[src/include/lbk_map.svh]
// register offsets, mode codes, patterns and timing for the loopback channel
`ifndef LBK_MAP_SVH
`define LBK_MAP_SVH
`define LBK_REG_CTRL 8'h00
`define LBK_REG_STAT 8'h04
`define LBK_REG_ERRS 8'h08
`define LBK_CTRL_MODE_LO 0
`define LBK_CTRL_PRBS_BIT 3
`define LBK_CTRL_RESET 4'h0
`define LBK_MODE_NORMAL 3'h0
`define LBK_MODE_NE_PAR 3'h1
`define LBK_MODE_NE_SER 3'h2
`define LBK_MODE_FE_SER 3'h4
`define LBK_MODE_FE_PAR 3'h6
`define LBK_COMMA_NEG 10'h0FA
`define LBK_COMMA_POS 10'h305
`define LBK_IDLE_WORD 10'h0FA
`define LBK_PRBS_SEED 7'h7F
`define LBK_BIT_NS 160
`define LBK_CLK_NS 8
`define LBK_BIT_CYC (`LBK_BIT_NS / `LBK_CLK_NS)
`define LBK_LAST_BIT 4'h9
`define LBK_ERR_MAX 16'hFFFF
`endif

[src/include/lbk_pkg.sv]
// types shared by the loopback channel
package lbk_pkg;
  typedef logic [9:0] lbk_word_t;
  typedef struct packed {
    logic prbs_en;
    logic [2:0] mode;
  } lbk_ctrl_s;
  typedef struct packed {
    logic vld;
    lbk_word_t dat;
  } lbk_pword_s;
  typedef enum {
    LBK_PATH_NORMAL,
    LBK_PATH_NE_PAR,
    LBK_PATH_NE_SER,
    LBK_PATH_FE_SER,
    LBK_PATH_FE_PAR
  } lbk_path_e;
endpackage : lbk_pkg
[src/design/lbk_channel.sv]
// serial transceiver channel with selectable loopback paths
//
// The plain strobed port and the address map were chosen for this implementation.
`timescale 1ns/1ps
`default_nettype none
`include "lbk_map.svh"

module lbk_channel
  import lbk_pkg::*;
#(
  parameter int EBUF_DEPTH = 4
) (
  // clock and reset
  input wire logic CLK_I,
  input wire logic RST_N_I,
  // register port
  input wire logic [7:0] REG_ADDR_I,
  input wire logic [31:0] REG_WDATA_I,
  input wire logic REG_WR_I,
  input wire logic REG_RD_I,
  output logic [31:0] REG_RDATA_O,
  // parallel user side
  input wire logic [9:0] TX_WORD_I,
  input wire logic TX_VALID_I,
  output logic TX_TAKE_O,
  output logic [9:0] RX_WORD_O,
  output logic RX_VALID_O,
  // serial link side
  input wire logic RX_SCLK_I,
  input wire logic RX_SDAT_I,
  output logic TX_SCLK_O,
  output logic TX_SDAT_O,
  output logic TX_OE_O
);
  localparam int AW = $clog2(EBUF_DEPTH);
  localparam logic [4:0] BIT_CYC = 5'(`LBK_BIT_CYC);
  localparam logic [4:0] HALF_CYC = 5'(`LBK_BIT_CYC / 2);

  // one prbs word: generate from state, or self-sync on received bits
  function automatic logic [16:0] prbs_step(input logic [6:0] st,
                                            input lbk_word_t rx,
                                            input logic use_rx);
    logic [6:0] s;
    lbk_word_t w;
    logic b;
    s = st;
    w = '0;
    for (int i = 0; i < 10; i++) begin
      b = s[6] ^ s[5];
      w[i] = b;
      s = {s[5:0], (use_rx ? rx[i] : b)};
    end
    return {s, w};
  endfunction : prbs_step

  // reset release through two flops
  logic rst_meta_reg;
  logic rst_sync_reg;
  always_ff @(posedge CLK_I or negedge RST_N_I) begin
    if (!RST_N_I) begin
      rst_meta_reg <= 1'b0;
      rst_sync_reg <= 1'b0;
    end else begin
      rst_meta_reg <= 1'b1;
      rst_sync_reg <= rst_meta_reg;
    end
  end

  // link inputs: two flops, third stage only for edge finding
  logic [2:0] rx_clk_reg;
  logic [1:0] rx_dat_reg;
  always_ff @(posedge CLK_I or negedge rst_sync_reg) begin
    if (!rst_sync_reg) begin
      rx_clk_reg <= 3'h0;
      rx_dat_reg <= 2'h0;
    end else begin
      rx_clk_reg <= {rx_clk_reg[1:0], RX_SCLK_I};
      rx_dat_reg <= {rx_dat_reg[0], RX_SDAT_I};
    end
  end
  logic rx_rise;
  logic rx_fall;
  assign rx_rise = rx_clk_reg[1] & ~rx_clk_reg[2];
  assign rx_fall = ~rx_clk_reg[1] & rx_clk_reg[2];

  // control register and path decode
  lbk_ctrl_s ctrl_reg, ctrl_next;
  lbk_path_e path;
  logic mode_rsvd;
  always_comb begin
    mode_rsvd = 1'b0;
    case (ctrl_reg.mode)
      `LBK_MODE_NORMAL: path = LBK_PATH_NORMAL;
      `LBK_MODE_NE_PAR: path = LBK_PATH_NE_PAR;
      `LBK_MODE_NE_SER: path = LBK_PATH_NE_SER;
      `LBK_MODE_FE_SER: path = LBK_PATH_FE_SER;
      `LBK_MODE_FE_PAR: path = LBK_PATH_FE_PAR;
      default: begin
        path = LBK_PATH_NORMAL; // reserved codes run as normal
        mode_rsvd = 1'b1;
      end
    endcase
  end
  logic far_ser;
  logic far_loop;
  assign far_ser = (path == LBK_PATH_FE_SER);
  assign far_loop = far_ser || (path == LBK_PATH_FE_PAR);

  // bit divider for the locally timed transmitter
  logic [4:0] div_reg, div_next;
  always_comb begin
    div_next = (div_reg == BIT_CYC - 5'h1) ? 5'h0 : div_reg + 5'h1;
  end
  always_ff @(posedge CLK_I or negedge rst_sync_reg) begin
    if (!rst_sync_reg) div_reg <= 5'h0;
    else div_reg <= div_next;
  end
  logic tx_stb;
  logic tx_low;
  // far serial loop sends on the recovered rx clock
  assign tx_stb = far_ser ? rx_rise : (div_reg == 5'h0);
  assign tx_low = far_ser ? rx_fall : (div_reg == HALF_CYC);

  // elastic buffer between rx words and transmit loads
  lbk_word_t ebuf_mem [EBUF_DEPTH];
  logic [AW-1:0] wp_reg, wp_next, rp_reg, rp_next;
  logic [AW:0] fill_reg, fill_next;
  logic ebuf_wr;
  logic ebuf_rd;
  logic ebuf_empty;
  logic ebuf_full;
  lbk_pword_s des_word;
  logic tx_load;
  assign ebuf_empty = (fill_reg == '0);
  assign ebuf_full = (fill_reg == (AW+1)'(EBUF_DEPTH));
  assign ebuf_wr = far_loop && des_word.vld && !ebuf_full;
  assign ebuf_rd = far_loop && tx_load && !ebuf_empty;
  always_comb begin
    wp_next = ebuf_wr ? wp_reg + 1'b1 : wp_reg;
    rp_next = ebuf_rd ? rp_reg + 1'b1 : rp_reg;
    fill_next = fill_reg + (AW+1)'(ebuf_wr) - (AW+1)'(ebuf_rd);
    if (!far_loop) begin
      wp_next = '0;
      rp_next = '0;
      fill_next = '0;
    end
  end
  always_ff @(posedge CLK_I or negedge rst_sync_reg) begin
    if (!rst_sync_reg) begin
      wp_reg <= '0;
      rp_reg <= '0;
      fill_reg <= '0;
    end else begin
      wp_reg <= wp_next;
      rp_reg <= rp_next;
      fill_reg <= fill_next;
    end
  end
  // storage entries, written when a looped rx word arrives
  for (genvar g = 0; g < EBUF_DEPTH; g++) begin : g_ebuf
    always_ff @(posedge CLK_I) begin
      if (ebuf_wr && wp_reg == AW'(g)) ebuf_mem[g] <= des_word.dat;
    end
  end

  // transmit word source chosen at each serializer load
  logic [6:0] gen_reg, gen_next;
  logic [16:0] gen_step;
  lbk_word_t src_word;
  logic user_take;
  assign gen_step = prbs_step(gen_reg, '0, 1'b0);
  always_comb begin
    user_take = 1'b0;
    if (far_loop) begin
      // rx groups go back verbatim, idle word sent while the buffer is empty; user word not taken
      src_word = ebuf_empty ? `LBK_IDLE_WORD : ebuf_mem[rp_reg];
    end else if (ctrl_reg.prbs_en) begin
      src_word = gen_step[9:0];
    end else if (TX_VALID_I) begin
      src_word = TX_WORD_I;
      user_take = 1'b1;
    end else begin
      src_word = `LBK_IDLE_WORD;
    end
    gen_next = (tx_load && ctrl_reg.prbs_en && !far_loop) ?
               gen_step[16:10] : gen_reg;
  end

  // serializer, lsb first
  lbk_word_t sh_reg, sh_next;
  logic [3:0] cnt_reg, cnt_next;
  logic sdat_reg, sdat_next;
  logic sclk_reg, sclk_next;
  logic oe_reg, oe_next;
  logic take_reg, take_next;
  logic stb_d_reg;
  assign tx_load = tx_stb && (cnt_reg == 4'h0);
  always_comb begin
    sh_next = sh_reg;
    cnt_next = cnt_reg;
    sdat_next = sdat_reg;
    if (tx_stb) begin
      if (cnt_reg == 4'h0) begin
        sdat_next = src_word[0];
        sh_next = src_word >> 1;
        cnt_next = `LBK_LAST_BIT;
      end else begin
        sdat_next = sh_reg[0];
        sh_next = sh_reg >> 1;
        cnt_next = cnt_reg - 4'h1;
      end
    end
    sclk_next = tx_stb ? 1'b1 : (tx_low ? 1'b0 : sclk_reg);
    // analog side idle in near parallel loop; driven in near serial loop
    oe_next = (path != LBK_PATH_NE_PAR);
    if (!oe_next) begin
      sdat_next = 1'b0;
      sclk_next = 1'b0;
    end
    take_next = tx_load && user_take;
  end
  always_ff @(posedge CLK_I or negedge rst_sync_reg) begin
    if (!rst_sync_reg) begin
      sh_reg <= '0;
      cnt_reg <= 4'h0;
      sdat_reg <= 1'b0;
      sclk_reg <= 1'b0;
      oe_reg <= 1'b0;
      take_reg <= 1'b0;
      stb_d_reg <= 1'b0;
      gen_reg <= `LBK_PRBS_SEED;
    end else begin
      sh_reg <= sh_next;
      cnt_reg <= cnt_next;
      sdat_reg <= sdat_next;
      sclk_reg <= sclk_next;
      oe_reg <= oe_next;
      take_reg <= take_next;
      stb_d_reg <= tx_stb;
      gen_reg <= gen_next;
    end
  end

  // deserializer with comma alignment
  logic des_stb;
  logic des_bit;
  lbk_word_t dsh_reg, dsh_next, dsh_new;
  logic [3:0] dcnt_reg, dcnt_next;
  logic algn_reg, algn_next;
  lbk_ctrl_s ctrl_d_reg;
  always_comb begin
    // near serial loop returns the transmitted bit internally
    if (path == LBK_PATH_NE_SER) begin
      des_stb = stb_d_reg;
      des_bit = sdat_reg;
    end else begin
      des_stb = rx_rise && (path != LBK_PATH_NE_PAR);
      des_bit = rx_dat_reg[1];
    end
    dsh_new = {des_bit, dsh_reg[9:1]};
    dsh_next = dsh_reg;
    dcnt_next = dcnt_reg;
    algn_next = algn_reg && (ctrl_d_reg == ctrl_reg);
    des_word = '{vld: 1'b0, dat: dsh_new};
    if (des_stb) begin
      dsh_next = dsh_new;
      if (dsh_new == `LBK_COMMA_NEG || dsh_new == `LBK_COMMA_POS) begin
        algn_next = 1'b1;
        dcnt_next = 4'h0;
        des_word.vld = 1'b1;
      end else if (algn_reg) begin
        dcnt_next = (dcnt_reg == `LBK_LAST_BIT) ? 4'h0 : dcnt_reg + 4'h1;
        des_word.vld = (dcnt_reg == `LBK_LAST_BIT);
      end
    end
  end
  always_ff @(posedge CLK_I or negedge rst_sync_reg) begin
    if (!rst_sync_reg) begin
      dsh_reg <= '0;
      dcnt_reg <= 4'h0;
      algn_reg <= 1'b0;
      ctrl_d_reg <= `LBK_CTRL_RESET;
    end else begin
      dsh_reg <= dsh_next;
      dcnt_reg <= dcnt_next;
      algn_reg <= algn_next;
      ctrl_d_reg <= ctrl_reg;
    end
  end

  // parallel receive output and prbs checker
  lbk_pword_s rxo_reg, rxo_next;
  logic [6:0] chk_reg, chk_next;
  logic [16:0] chk_step;
  logic [15:0] err_reg, err_next;
  logic err_hit;
  logic err_clr;
  assign chk_step = prbs_step(chk_reg, rxo_next.dat, 1'b1);
  assign err_clr = REG_WR_I && (REG_ADDR_I == `LBK_REG_ERRS);
  always_comb begin
    if (path == LBK_PATH_NE_PAR) begin
      rxo_next = '{vld: tx_load, dat: src_word};
    end else begin
      rxo_next = des_word;
    end
    err_hit = rxo_next.vld && ctrl_reg.prbs_en &&
              (chk_step[9:0] != rxo_next.dat);
    chk_next = (rxo_next.vld && ctrl_reg.prbs_en) ? chk_step[16:10] : chk_reg;
    err_next = err_clr ? 16'h0 : err_reg;
    // an error in the clearing cycle still counts
    if (err_hit && err_next != `LBK_ERR_MAX) err_next = err_next + 16'h1;
  end
  always_ff @(posedge CLK_I or negedge rst_sync_reg) begin
    if (!rst_sync_reg) begin
      rxo_reg <= '0;
      chk_reg <= `LBK_PRBS_SEED;
      err_reg <= 16'h0;
    end else begin
      rxo_reg <= rxo_next;
      chk_reg <= chk_next;
      err_reg <= err_next;
    end
  end

  // register port: writes and one-cycle-late reads
  logic [31:0] rdata_reg, rdata_next;
  always_comb begin
    ctrl_next = ctrl_reg;
    if (REG_WR_I && REG_ADDR_I == `LBK_REG_CTRL) begin
      ctrl_next.mode = REG_WDATA_I[`LBK_CTRL_MODE_LO +: 3];
      ctrl_next.prbs_en = REG_WDATA_I[`LBK_CTRL_PRBS_BIT];
    end
    rdata_next = 32'h0;
    if (REG_RD_I) begin
      case (REG_ADDR_I)
        `LBK_REG_CTRL: rdata_next = {28'h0, ctrl_reg};
        `LBK_REG_STAT: rdata_next = {27'h0, ebuf_full, ebuf_empty,
                                     oe_reg, mode_rsvd, algn_reg};
        `LBK_REG_ERRS: rdata_next = {16'h0, err_reg};
        default: rdata_next = 32'h0;
      endcase
    end
  end
  always_ff @(posedge CLK_I or negedge rst_sync_reg) begin
    if (!rst_sync_reg) begin
      ctrl_reg <= `LBK_CTRL_RESET;
      rdata_reg <= 32'h0;
    end else begin
      ctrl_reg <= ctrl_next;
      rdata_reg <= rdata_next;
    end
  end

  // outputs straight from flops
  assign REG_RDATA_O = rdata_reg;
  assign TX_TAKE_O = take_reg;
  assign RX_WORD_O = rxo_reg.dat;
  assign RX_VALID_O = rxo_reg.vld;
  assign TX_SCLK_O = sclk_reg;
  assign TX_SDAT_O = sdat_reg;
  assign TX_OE_O = oe_reg;
endmodule : lbk_channel
`default_nettype wire

[config.mk]
export PLATFORM = sky130hd
export DESIGN_NAME = lbk_channel
export DESIGN_NICKNAME = d
export VERILOG_FILES = /design/src/include/lbk_pkg.sv /design/src/design/lbk_channel.sv
export VERILOG_INCLUDE_DIRS = /design/src /design/src/include
export SDC_FILE = /design/constraint.sdc
export NUM_CORES = 1
export LEC_CHECK = 0
export BUFFER_PORTS_ARGS = -buffer_cell sky130_fd_sc_hd__buf_2
export CAP_MARGIN = 20
export CORE_ASPECT_RATIO = 2
export CORE_MARGIN = 5
export CORE_UTILIZATION = 58
export CTS_CLUSTER_SIZE = 40
export DETAILED_ROUTE_END_ITERATION = 7
export PLACE_DENSITY_LB_ADDON = 0.08
export SLEW_MARGIN = 10
export SYNTH_ARGS = -nofsm -noshare
export SYNTH_HDL_FRONTEND = slang
export SYNTH_SLANG_ARGS = --single-unit
[constraint.sdc]
create_clock -name CLK_I -period 5.6 [get_ports CLK_I]
set_clock_uncertainty 0.1 [all_clocks]
set_input_delay 1.12 -clock CLK_I [delete_from_list [all_inputs] [get_ports CLK_I]]
set_output_delay 1.12 -clock CLK_I [all_outputs]
set_load 0.01 [all_outputs]
Word level (Yosys, flattened, before mapping). Memories as Yosys holds them, arrays and structs flattened. Index checks and enable logic that the tools add are counted.

$add $sub $neg: 8. Equality and inequality tests: 27. Mux-type cells: 57. Bitwise operators: 24. Reduce and logical (&&, ||, !) cells: 36.

Operators with widths (number): $mux W10 (7); $eq A32 B3 Y1 const B (2); $mux W16 (3); $pmux W16 S3 (1); $eq A32 B2 Y1 const B (1); $eq A32 B4 Y1 const B (1); $ne A32 B2 Y1 const B (1); $mux W1 (30); $reduce_or A10 Y1 (3); $xor A1 B1 Y1 (20); $logic_and A1 B1 Y1 (19); $add A16 B1 Y16 const B (1); $mux W4 (4); $ne A16 B16 Y1 const B (1); $mux W2 (7); $pmux W3 S4 (1); $mux W11 (1); $eq A10 B10 Y1 const B (1); $eq A10 B8 Y1 const B (1); $ne A10 B10 Y1 (1); $eq A3 B3 Y1 const B (3); $mux W9 (1); $eq A8 B3 Y1 const B (1); $eq A8 B4 Y1 const B (1); other kinds (31) (40).

Bits in registers: 134. Bits in writable memories: 40. Input bits: 57. Output and inout port bits: 47. Memories: 1.

Memory list: ebuf_mem (depth 4, width 10, rd ports 1, clocked after Yosys merged registers in 0, wr ports 1, line lbk_channel.sv:125) `lbk_word_t ebuf_mem [EBUF_DEPTH];`.

Longest topological paths before layout. Gate-level depths: netlist (run 1).

Depth in word-level cells: 17. Depth in mapped cells: 16. Depth with buffers taken out: 16.

Worst setup path before layout (run 1). OpenSTA, ideal clock, no wires.

Kind: in2reg. Start point: input port REG_ADDR_I[5]. End point: register err_reg[4]. Setup time: 0.078 ns. Arrival: 3.551 ns. Setup slack: 1.871 ns. Stages on the path: 10. Path buffers: 0. Cells stage by stage: or4_1 -> nor3_1 -> nand3_1 -> and2_1 -> ha_1 -> nand2_1 -> nor4_1 -> or3_1 -> or3_1 -> a21oi_1.

Longest elaborated chain between the ends: 6. Elaborated cells between the ends (all ways): 7.

RTL lines: start: declaration (line lbk_channel.sv:17) `input wire logic [7:0] REG_ADDR_I,`; $eq A8 B4 Y1 (*); $logic_and A1 B1 Y1 (*) (line lbk_channel.sv:299) `` assign err_clr = REG_WR_I && (REG_ADDR_I == `LBK_REG_ERRS); ``; $mux W16 (*) (line lbk_channel.sv:309) `err_next = err_clr ? 16'h0 : err_reg;`; parallel branches: the longest is 2 deep, another holds $add A16 B1 Y16; $mux W16 (*) (line lbk_channel.sv:311) `` if (err_hit && err_next != `LBK_ERR_MAX) err_next = err_next + 16'h1; ``; named net err_next[4] (line lbk_channel.sv:295) `logic [15:0] err_reg, err_next;`; end signal: assignment (line lbk_channel.sv:321) `err_reg <= err_next;`; end: declaration (line lbk_channel.sv:295).

Mark *: on every way through the listed nets, which the timed path passes. A chain may end at the register's enable or synchronous reset.

Worst setup path after layout (run 1).
Start point: register ctrl_reg[0] (netlist bit). End point: register err_reg[1].

Elaborated cells between the ends (all ways): 32.

RTL lines: start: declaration (line lbk_channel.sv:87) `lbk_ctrl_s ctrl_reg, ctrl_next;`; start signal: assignment (line lbk_channel.sv:346) `` ctrl_reg <= `LBK_CTRL_RESET; ``; start signal: assignment (line lbk_channel.sv:349) `ctrl_reg <= ctrl_next;`; $eq A3 B3 Y1, or another cell as far along (line lbk_channel.sv:92) `case (ctrl_reg.mode)`; $pmux W3 S4 (*) (line lbk_channel.sv:92); $eq A32 B3 Y1 or $eq A32 B4 Y1 (tied branches) (line lbk_channel.sv:106, lbk_channel.sv:107); $logic_or A1 B1 Y1 (line lbk_channel.sv:107) `assign far_loop = far_ser || (path == LBK_PATH_FE_PAR);`; $mux W10 (line lbk_channel.sv:174) `if (far_loop) begin`; $mux W11 (*) (line lbk_channel.sv:301) `if (path == LBK_PATH_NE_PAR) begin`; named net chk_step[11] (line lbk_channel.sv:294) `logic [16:0] chk_step;`; $ne A10 B10 Y1 (*) (line lbk_channel.sv:307) `(chk_step[9:0] != rxo_next.dat);`; $logic_and A1 B1 Y1 (*) (line lbk_channel.sv:306) `err_hit = rxo_next.vld && ctrl_reg.prbs_en &&`; $logic_and A1 B1 Y1 (no source line) (*); $mux W16 (*) (line lbk_channel.sv:311); named net err_next[1] (line lbk_channel.sv:295).

The timed path passes the listed nets; every way through them passes the cells marked *.

==> impl_metrics.csv, run 1 <==
group,metric,value,unit
run_status,status,"finished clean",
clock_network,cts-resized-gates,0,
clock_network,holdBufCountCts,0,
cells_and_area,finalNonFillerCells,872,
yosys,seq_area_frac_synth,55.20,%
placement,gp_congestion,0.9201,
clock_network,clkTransAtPathRegs,60,ps
drt,drt-initial-drc-count,247,
floorplan,start_util,59.13,%
sta,fin_crit_sh,73.10,%
power,p_per_area,369.5,mW/mm^2
sta,tightest_slew,886.1,ps
power,p_leak,0.003642,uW
clock_network,clk_latency,420,ps
drt,postRouteAntennaNets,0,
floorplan,die_area,0.01538,sq mm
yosys,async_flop_share,74.36,%
floorplan,die_x,90.23,um
yosys,yosysTopAreaCell,"dfrtp_1",
clock_network,postCtsSetupRepairBufs,0,
yosys,synth.area.top_cells,"dfrtp_1 (34%), edfxtp_1 (16%), dfstp_2 (4.9%)",
cells_and_area,area_growth,12.82,%
global_routing,grt_max_degree,68,
worst_setup_path,crit_buf_inv,1,
global_routing,antenna_found_initial,0,
power,total_power,3112,uW
worst_setup_path,slowest_delay,630,ps
placement,dpl_cell_area,0.007810,sq mm
sta,slew_headroom,40.93,%
placement,numPortBuffers,59,
sta,hold_viol,0,
clock_network,clock_sinks,156,
clock_network,cts_tree,"yes",
sta,drv_slew,0,
yosys,synth-edff-count,40,
sta,rsz0062_at_grt,"no",
yosys,syn_inst,653,
yosys,yosys.area.top_type_share,34.19,%
yosys,ys_types,71,
yosys,syn_area,0.007466,sq mm
clock_network,root_buffer,"clkbuf_16",
drt,dr.pass1.iters,4,
drt,drc_errors,0,
sta,tns,0,ps
worst_setup_path,path_cells,"nor3b_4 > inv_2 > o21ai_0 > xor2_1 > mux2i_1 > o21ai_1 > nor2_1 > mux2_2",
placement,dp_hpwl,12.42,mm
worst_setup_path,critPathLaunchType,"flip-flop",
sta,hold_slack,251.8,ps
power,ir_drop,0.3289,mV
yosys,yosysMostFrequentCell,"dfrtp_1",
worst_setup_path,cp.required,5790,ps
worst_setup_path,cp_slowest_cell,"nor3b_4",
worst_setup_path,worstPathMaxFanout,20,
sta,finalCriticalPeriod,4094,ps
job,maxCapViolCount,0,
yosys,avgSynthCellArea,11.43,sq um
global_routing,grt_pass1_wl,27.08,mm
floorplan,io_pins,104,
cells_and_area,antenna_cells,0,
yosys,synth_flop_cell,"dfrtp_1",
cells_and_area,fin_area,0.008423,sq mm
cells_and_area,final_nets,779,
worst_setup_path,cp_top_family,"simple AND/OR/NAND/NOR gates",
floorplan,rows,58,
worst_setup_path,worstPathArrival,4290,ps
hold_path,hold_path_class,"reg -> reg",
yosys,ys_ff_latch,156,
global_routing,grt_pass1_vias,5440,
yosys,yosys_warnings,0,
floorplan,die_h,170.5,um
global_routing,grt_overflow,0,
worst_setup_path,worstSetupPathType,"reg -> reg",
sta,setup_viol,0,
drt,avgViaCountPerCell,5.827,
clock_network,clock_path_buffers,2,
global_routing,grt_usage,22.49,%
cells_and_area,layout-drive-gt1-share,21.61,%
drt,post_drt_wl_per_cell,19.14,um
drt,routed_wl,16.69,mm
worst_setup_path,endpoint_kind,"flip-flop",
clock_network,htree_levels,4,
yosys,netlist_top_cells_count,"dfrtp_1 (102), nand2_1 (65), edfxtp_1 (40), nor2_1 (40)",
placement,dp.cells,840,
floorplan,core,0.01263,sq mm
clock_network,numCtsBuffers,17,
cells_and_area,largest_reg_flops,40,
drt,vias,5081,
sta,fmax,0.2443,GHz
[through the flow]
step,utilization [%],setup slack (ps)
2_1_floorplan,-,1871
3_3_place_gp,61.85,1374
3_5_place_dp,61.85,1355
4_1_cts,66.71,1430
5_1_grt,66.71,1134
6_report,66.71,1506
[routing by layer]
layer	vias to the layer above	global-route usage [%]	routed length [um]
li1	2395	-	-
met4	0	11.80	705
met3	43	4.467	653
met1	2498	22.90	5835
met2	145	42.54	9496
met5	-	0	0
[cell families (layout without fill, tap and decap cells)]
| group | Yosys count | in the layout | synth area share (%) |
|---|---|---|---|
| multiplexers | 41 | 41 | 7.558 |
| buffers and inverters | 65 | 119 | 4.273 |
| XOR/XNOR | 38 | 38 | 4.642 |
| flip-flops | 156 | 156 | 55.20 |
| AO/OA/AOI/OAI | 99 | 99 | 9.285 |
| other | 2 | 17 | 0.1006 |
| adder cells (fa/ha/maj) | 13 | 13 | 2.279 |
| AND/OR/NAND/NOR | 239 | 239 | 16.66 |
[final timing paths]
| check | slack [ps] | from | depth (start not counted) | endpoint |
|---|---|---|---|---|
| hold reg to reg | 250 | rx_dat_reg[0]$_DFF_PN0_ | 0 | rx_dat_reg[1]$_DFF_PN0_ |
| setup / recovery | 1510 | ctrl_reg[0]$_DFFE_PN0P_ | 8 | err_reg[1]$_DFF_PN0_ |
| min in group asynchronous | 360 | rst_sync_reg$_DFF_PN0_ | 0 | div_reg[3]$_DFF_PN0_ |
| hold / removal | 250 | rx_dat_reg[0]$_DFF_PN0_ | 0 | rx_dat_reg[1]$_DFF_PN0_ |
| max in group asynchronous | 3890 | rst_sync_reg$_DFF_PN0_ | 1 | cnt_reg[0]$_DFFE_PN0P_ |
| setup reg to reg | 1510 | ctrl_reg[0]$_DFFE_PN0P_ | 8 | err_reg[1]$_DFF_PN0_ |
[placed cells by master, fill, tap and decap left out, drive strengths merged, types with 3 or more instances in the layout]
master	count
o221ai	3
nand2	65
mux2	23
inv	27
nor3	29
o31ai	10
nor3b	7
nand3	17
clkbuf	22
o2111ai	3
and2	18
nand3b	7
xnor2	16
dfstp	14
a211oi	4
edfxtp	40
nand2b	5
or4	7
xor2	21
a21oi	29
or3	7
dfrtp	102
mux4	10
nor4	10
o21a	4
clkinvlp	3
and3	10
nor2	41
conb	17
mux2i	8
buf	63
nor2b	8
a31oi	5
o21ai	26
ha	12
[report_power, final]
group | total (uW) | internal, uW | switching, uW
clock | 1180 | 716 | 468
combinational | 459 | 194 | 265
sequential | 1470 | 1320 | 151
[final cells by class]
class	count	area, sq um
Inverter	24	90.09
Multi-Input combinational cell	447	3082
Timing Repair Buffer	63	325.3
Sequential cell	156	4125
Tap cell	150	187.7
Clock buffer	22	486.7
Clock inverter	10	126.4
Fill cell	993	4204
Note: power is estimated with default switching activity, not from simulation.
==> run 2: changes to the inputs <==
--- a/config.mk
+++ b/config.mk
@@ -10,7 +10,7 @@
 export CAP_MARGIN = 20
 export CORE_ASPECT_RATIO = 2
 export CORE_MARGIN = 5
-export CORE_UTILIZATION = 58
+export CORE_UTILIZATION = 52
 export CTS_CLUSTER_SIZE = 40
 export DETAILED_ROUTE_END_ITERATION = 7
 export PLACE_DENSITY_LB_ADDON = 0.08
==> constraint.sdc (replaced) <==
create_clock -name CLK_I -period 3.55 [get_ports CLK_I]
set_clock_uncertainty 0.1 [all_clocks]
set_input_delay 0.71 -clock CLK_I [delete_from_list [all_inputs] [get_ports CLK_I]]
set_output_delay 0.71 -clock CLK_I [all_outputs]
set_load 0.01 [all_outputs]
==> run 2 against run 1 <==
Critical path depth rose by 7. Combinational power increased by 80%. Total power rose by 51%. Core utilization is 6.7 points lower.
==> impl_metrics.csv, run 2 (synthesis results as in run 1) <==
group,metric,value,unit
run_status,status,"finished clean",
cells_and_area,antenna_cells,0,
sta,drv_slew,0,
drt,avgViaCountPerCell,5.607,
sta,rsz0062_at_grt,"no",
cells_and_area,final_nets,801,
floorplan,start_util,52.31,%
cells_and_area,final_common_cell,"dfrtp_1",
clock_network,clock_sinks,156,
worst_setup_path,cp.required,3760,ps
sta,fin_ws,229.9,ps
floorplan,die_x,94.73,um
sta,setup_viol,0,
cells_and_area,largest_reg_flops,40,
drt,postRouteAntennaNets,0,
cells_and_area,layout_common_cells,"dfrtp_1 (100), nand2_1 (65), buf_2 (59)",
drt,drt-initial-drc-count,267,
floorplan,die_area,0.01700,sq mm
global_routing,grt_pass1_vias,5576,
worst_setup_path,worstPathArrival,3530,ps
floorplan,io_pins,104,
global_routing,grt_max_degree,81,
sta,fmax,0.3012,GHz
floorplan,rows,62,
power,total_power,4713,uW
global_routing,grt_usage,21.81,%
power,p_per_area,550.1,mW/mm^2
worst_setup_path,endpoint_kind,"flip-flop",
sta,tns,0,ps
sta,slew_headroom,35.86,%
drt,routed_wl,17.63,mm
clock_network,clock_path_buffers,2,
drt,vias,5248,
floorplan,die_h,179.5,um
global_routing,grt_overflow,0,
power,p_leak,0.003713,uW
cells_and_area,fill_cells,1268,
clock_network,cts_tree,"yes",
clock_network,clkTransAtPathRegs,60,ps
sta,hold_viol,0,
sta,tightest_slew,953.4,ps
worst_setup_path,worstSetupPathType,"reg -> reg",
floorplan,core,0.01427,sq mm
job,maxCapViolCount,0,
placement,numPortBuffers,59,
cells_and_area,area_growth,14.75,%
clock_network,root_buffer,"clkbuf_16",
drt,drc_errors,0,
drt,dr.pass1.iters,4,
clock_network,htree_levels,4,
clock_network,numCtsBuffers,17,
placement,gp_congestion,0.8715,
worst_setup_path,critPathLaunchType,"flip-flop",
drt,post_drt_wl_per_cell,18.84,um
clock_network,clk_latency,420,ps
sta,hold_slack,201.8,ps
hold_path,hold_path_class,"reg -> async",
clock_network,postCtsSetupRepairBufs,0,
sta,finalCriticalPeriod,3320,ps
sta,fin_crit_sh,93.52,%
power,ir_drop,0.5168,mV
worst_setup_path,worstPathMaxFanout,9,
placement,dp_hpwl,13.30,mm
global_routing,grt_pass1_wl,28.11,mm
placement,pre_cts_ws,50.71,ps
global_routing,antenna_found_initial,0,
cells_and_area,layout-drive-gt1-share,24.06,%
run 2: worst paths after layout:
path,startpoint,endpoint,slack (ps),cells past startpoint
max,dsh_reg[6]$_DFFE_PN0P_,fill_reg[2]$_DFF_PN0_,230,15
min,rst_sync_reg$_DFF_PN0_,div_reg[4]$_DFF_PN0_,200,0
max reg2reg,dsh_reg[6]$_DFFE_PN0P_,fill_reg[2]$_DFF_PN0_,230,15
min reg2reg,rst_sync_reg$_DFF_PN0_,div_reg[4]$_DFF_PN0_,200,0
max in group asynchronous,rst_sync_reg$_DFF_PN0_,gen_reg[3]$_DFFE_PN1P_,2300,1
min in group CLK_I,rst_meta_reg$_DFF_PN0_,rst_sync_reg$_DFF_PN0_,260,0
run 2: worst max-delay path, cell delays in order, from the launching register on:
cell and delay (ps):
dfrtp_1 470, nor4_2 340, and4_1 230, mux2i_1 70
buf_4 180, a21o_1 220, nor3_1 230, inv_1 80
ha_1 280, inv_1 60, ha_1 130, inv_1 50
fa_1 380, xor2_1 160, xnor2_1 160, nor2_1 60
run 2: timing repair:
item / in CTS / in global routing
resized for setup: 0 / 3
endpoints found under the setup margin: 0 / 1
hold buffers: 1 / 0
hold endpoints to repair: 2 / 0
run 2: per-stage QoR:
stage | util [%] | instances | instance area (sq um)
2_1_floorplan | - | 668 | 7522
3_3_place_gp | 56.28 | 903 | 8033
3_5_place_dp | 56.28 | 903 | 8033
4_1_cts | 59.93 | 936 | 8554
5_1_grt | 60.02 | 936 | 8567
6_report | 60.02 | 936 | 8567
run 2: layer usage:
metal | GRT usage, % | wire [um] | vias up
li1 | - | - | 2450
met4 | 12.32 | 796 | 0
met3 | 3.640 | 543 | 47
met5 | 0 | 0 | -
met2 | 40.36 | 10160 | 131
met1 | 22.19 | 6128 | 2620
run 2: area by class of cell:
type	instances	area [sq um]	area share [%]
clock buffers	21	440.4	5.141
clock inverters	11	71.32	0.8325
inverters	24	90.09	1.052
multi-input cells	447	3093	36.10
flip-flops and latches	156	4126	48.17
well taps	192	240.2	2.804
repair buffers	85	505.5	5.900
run 2: power breakdown:
group | internal, uW | total [uW] | switching [uW] | leakage [uW]
Combinational | 362 | 828 | 466 | 0.00165
Sequential | 2080 | 2280 | 196 | 0.00182
Clock | 890 | 1610 | 719 | 0.000244
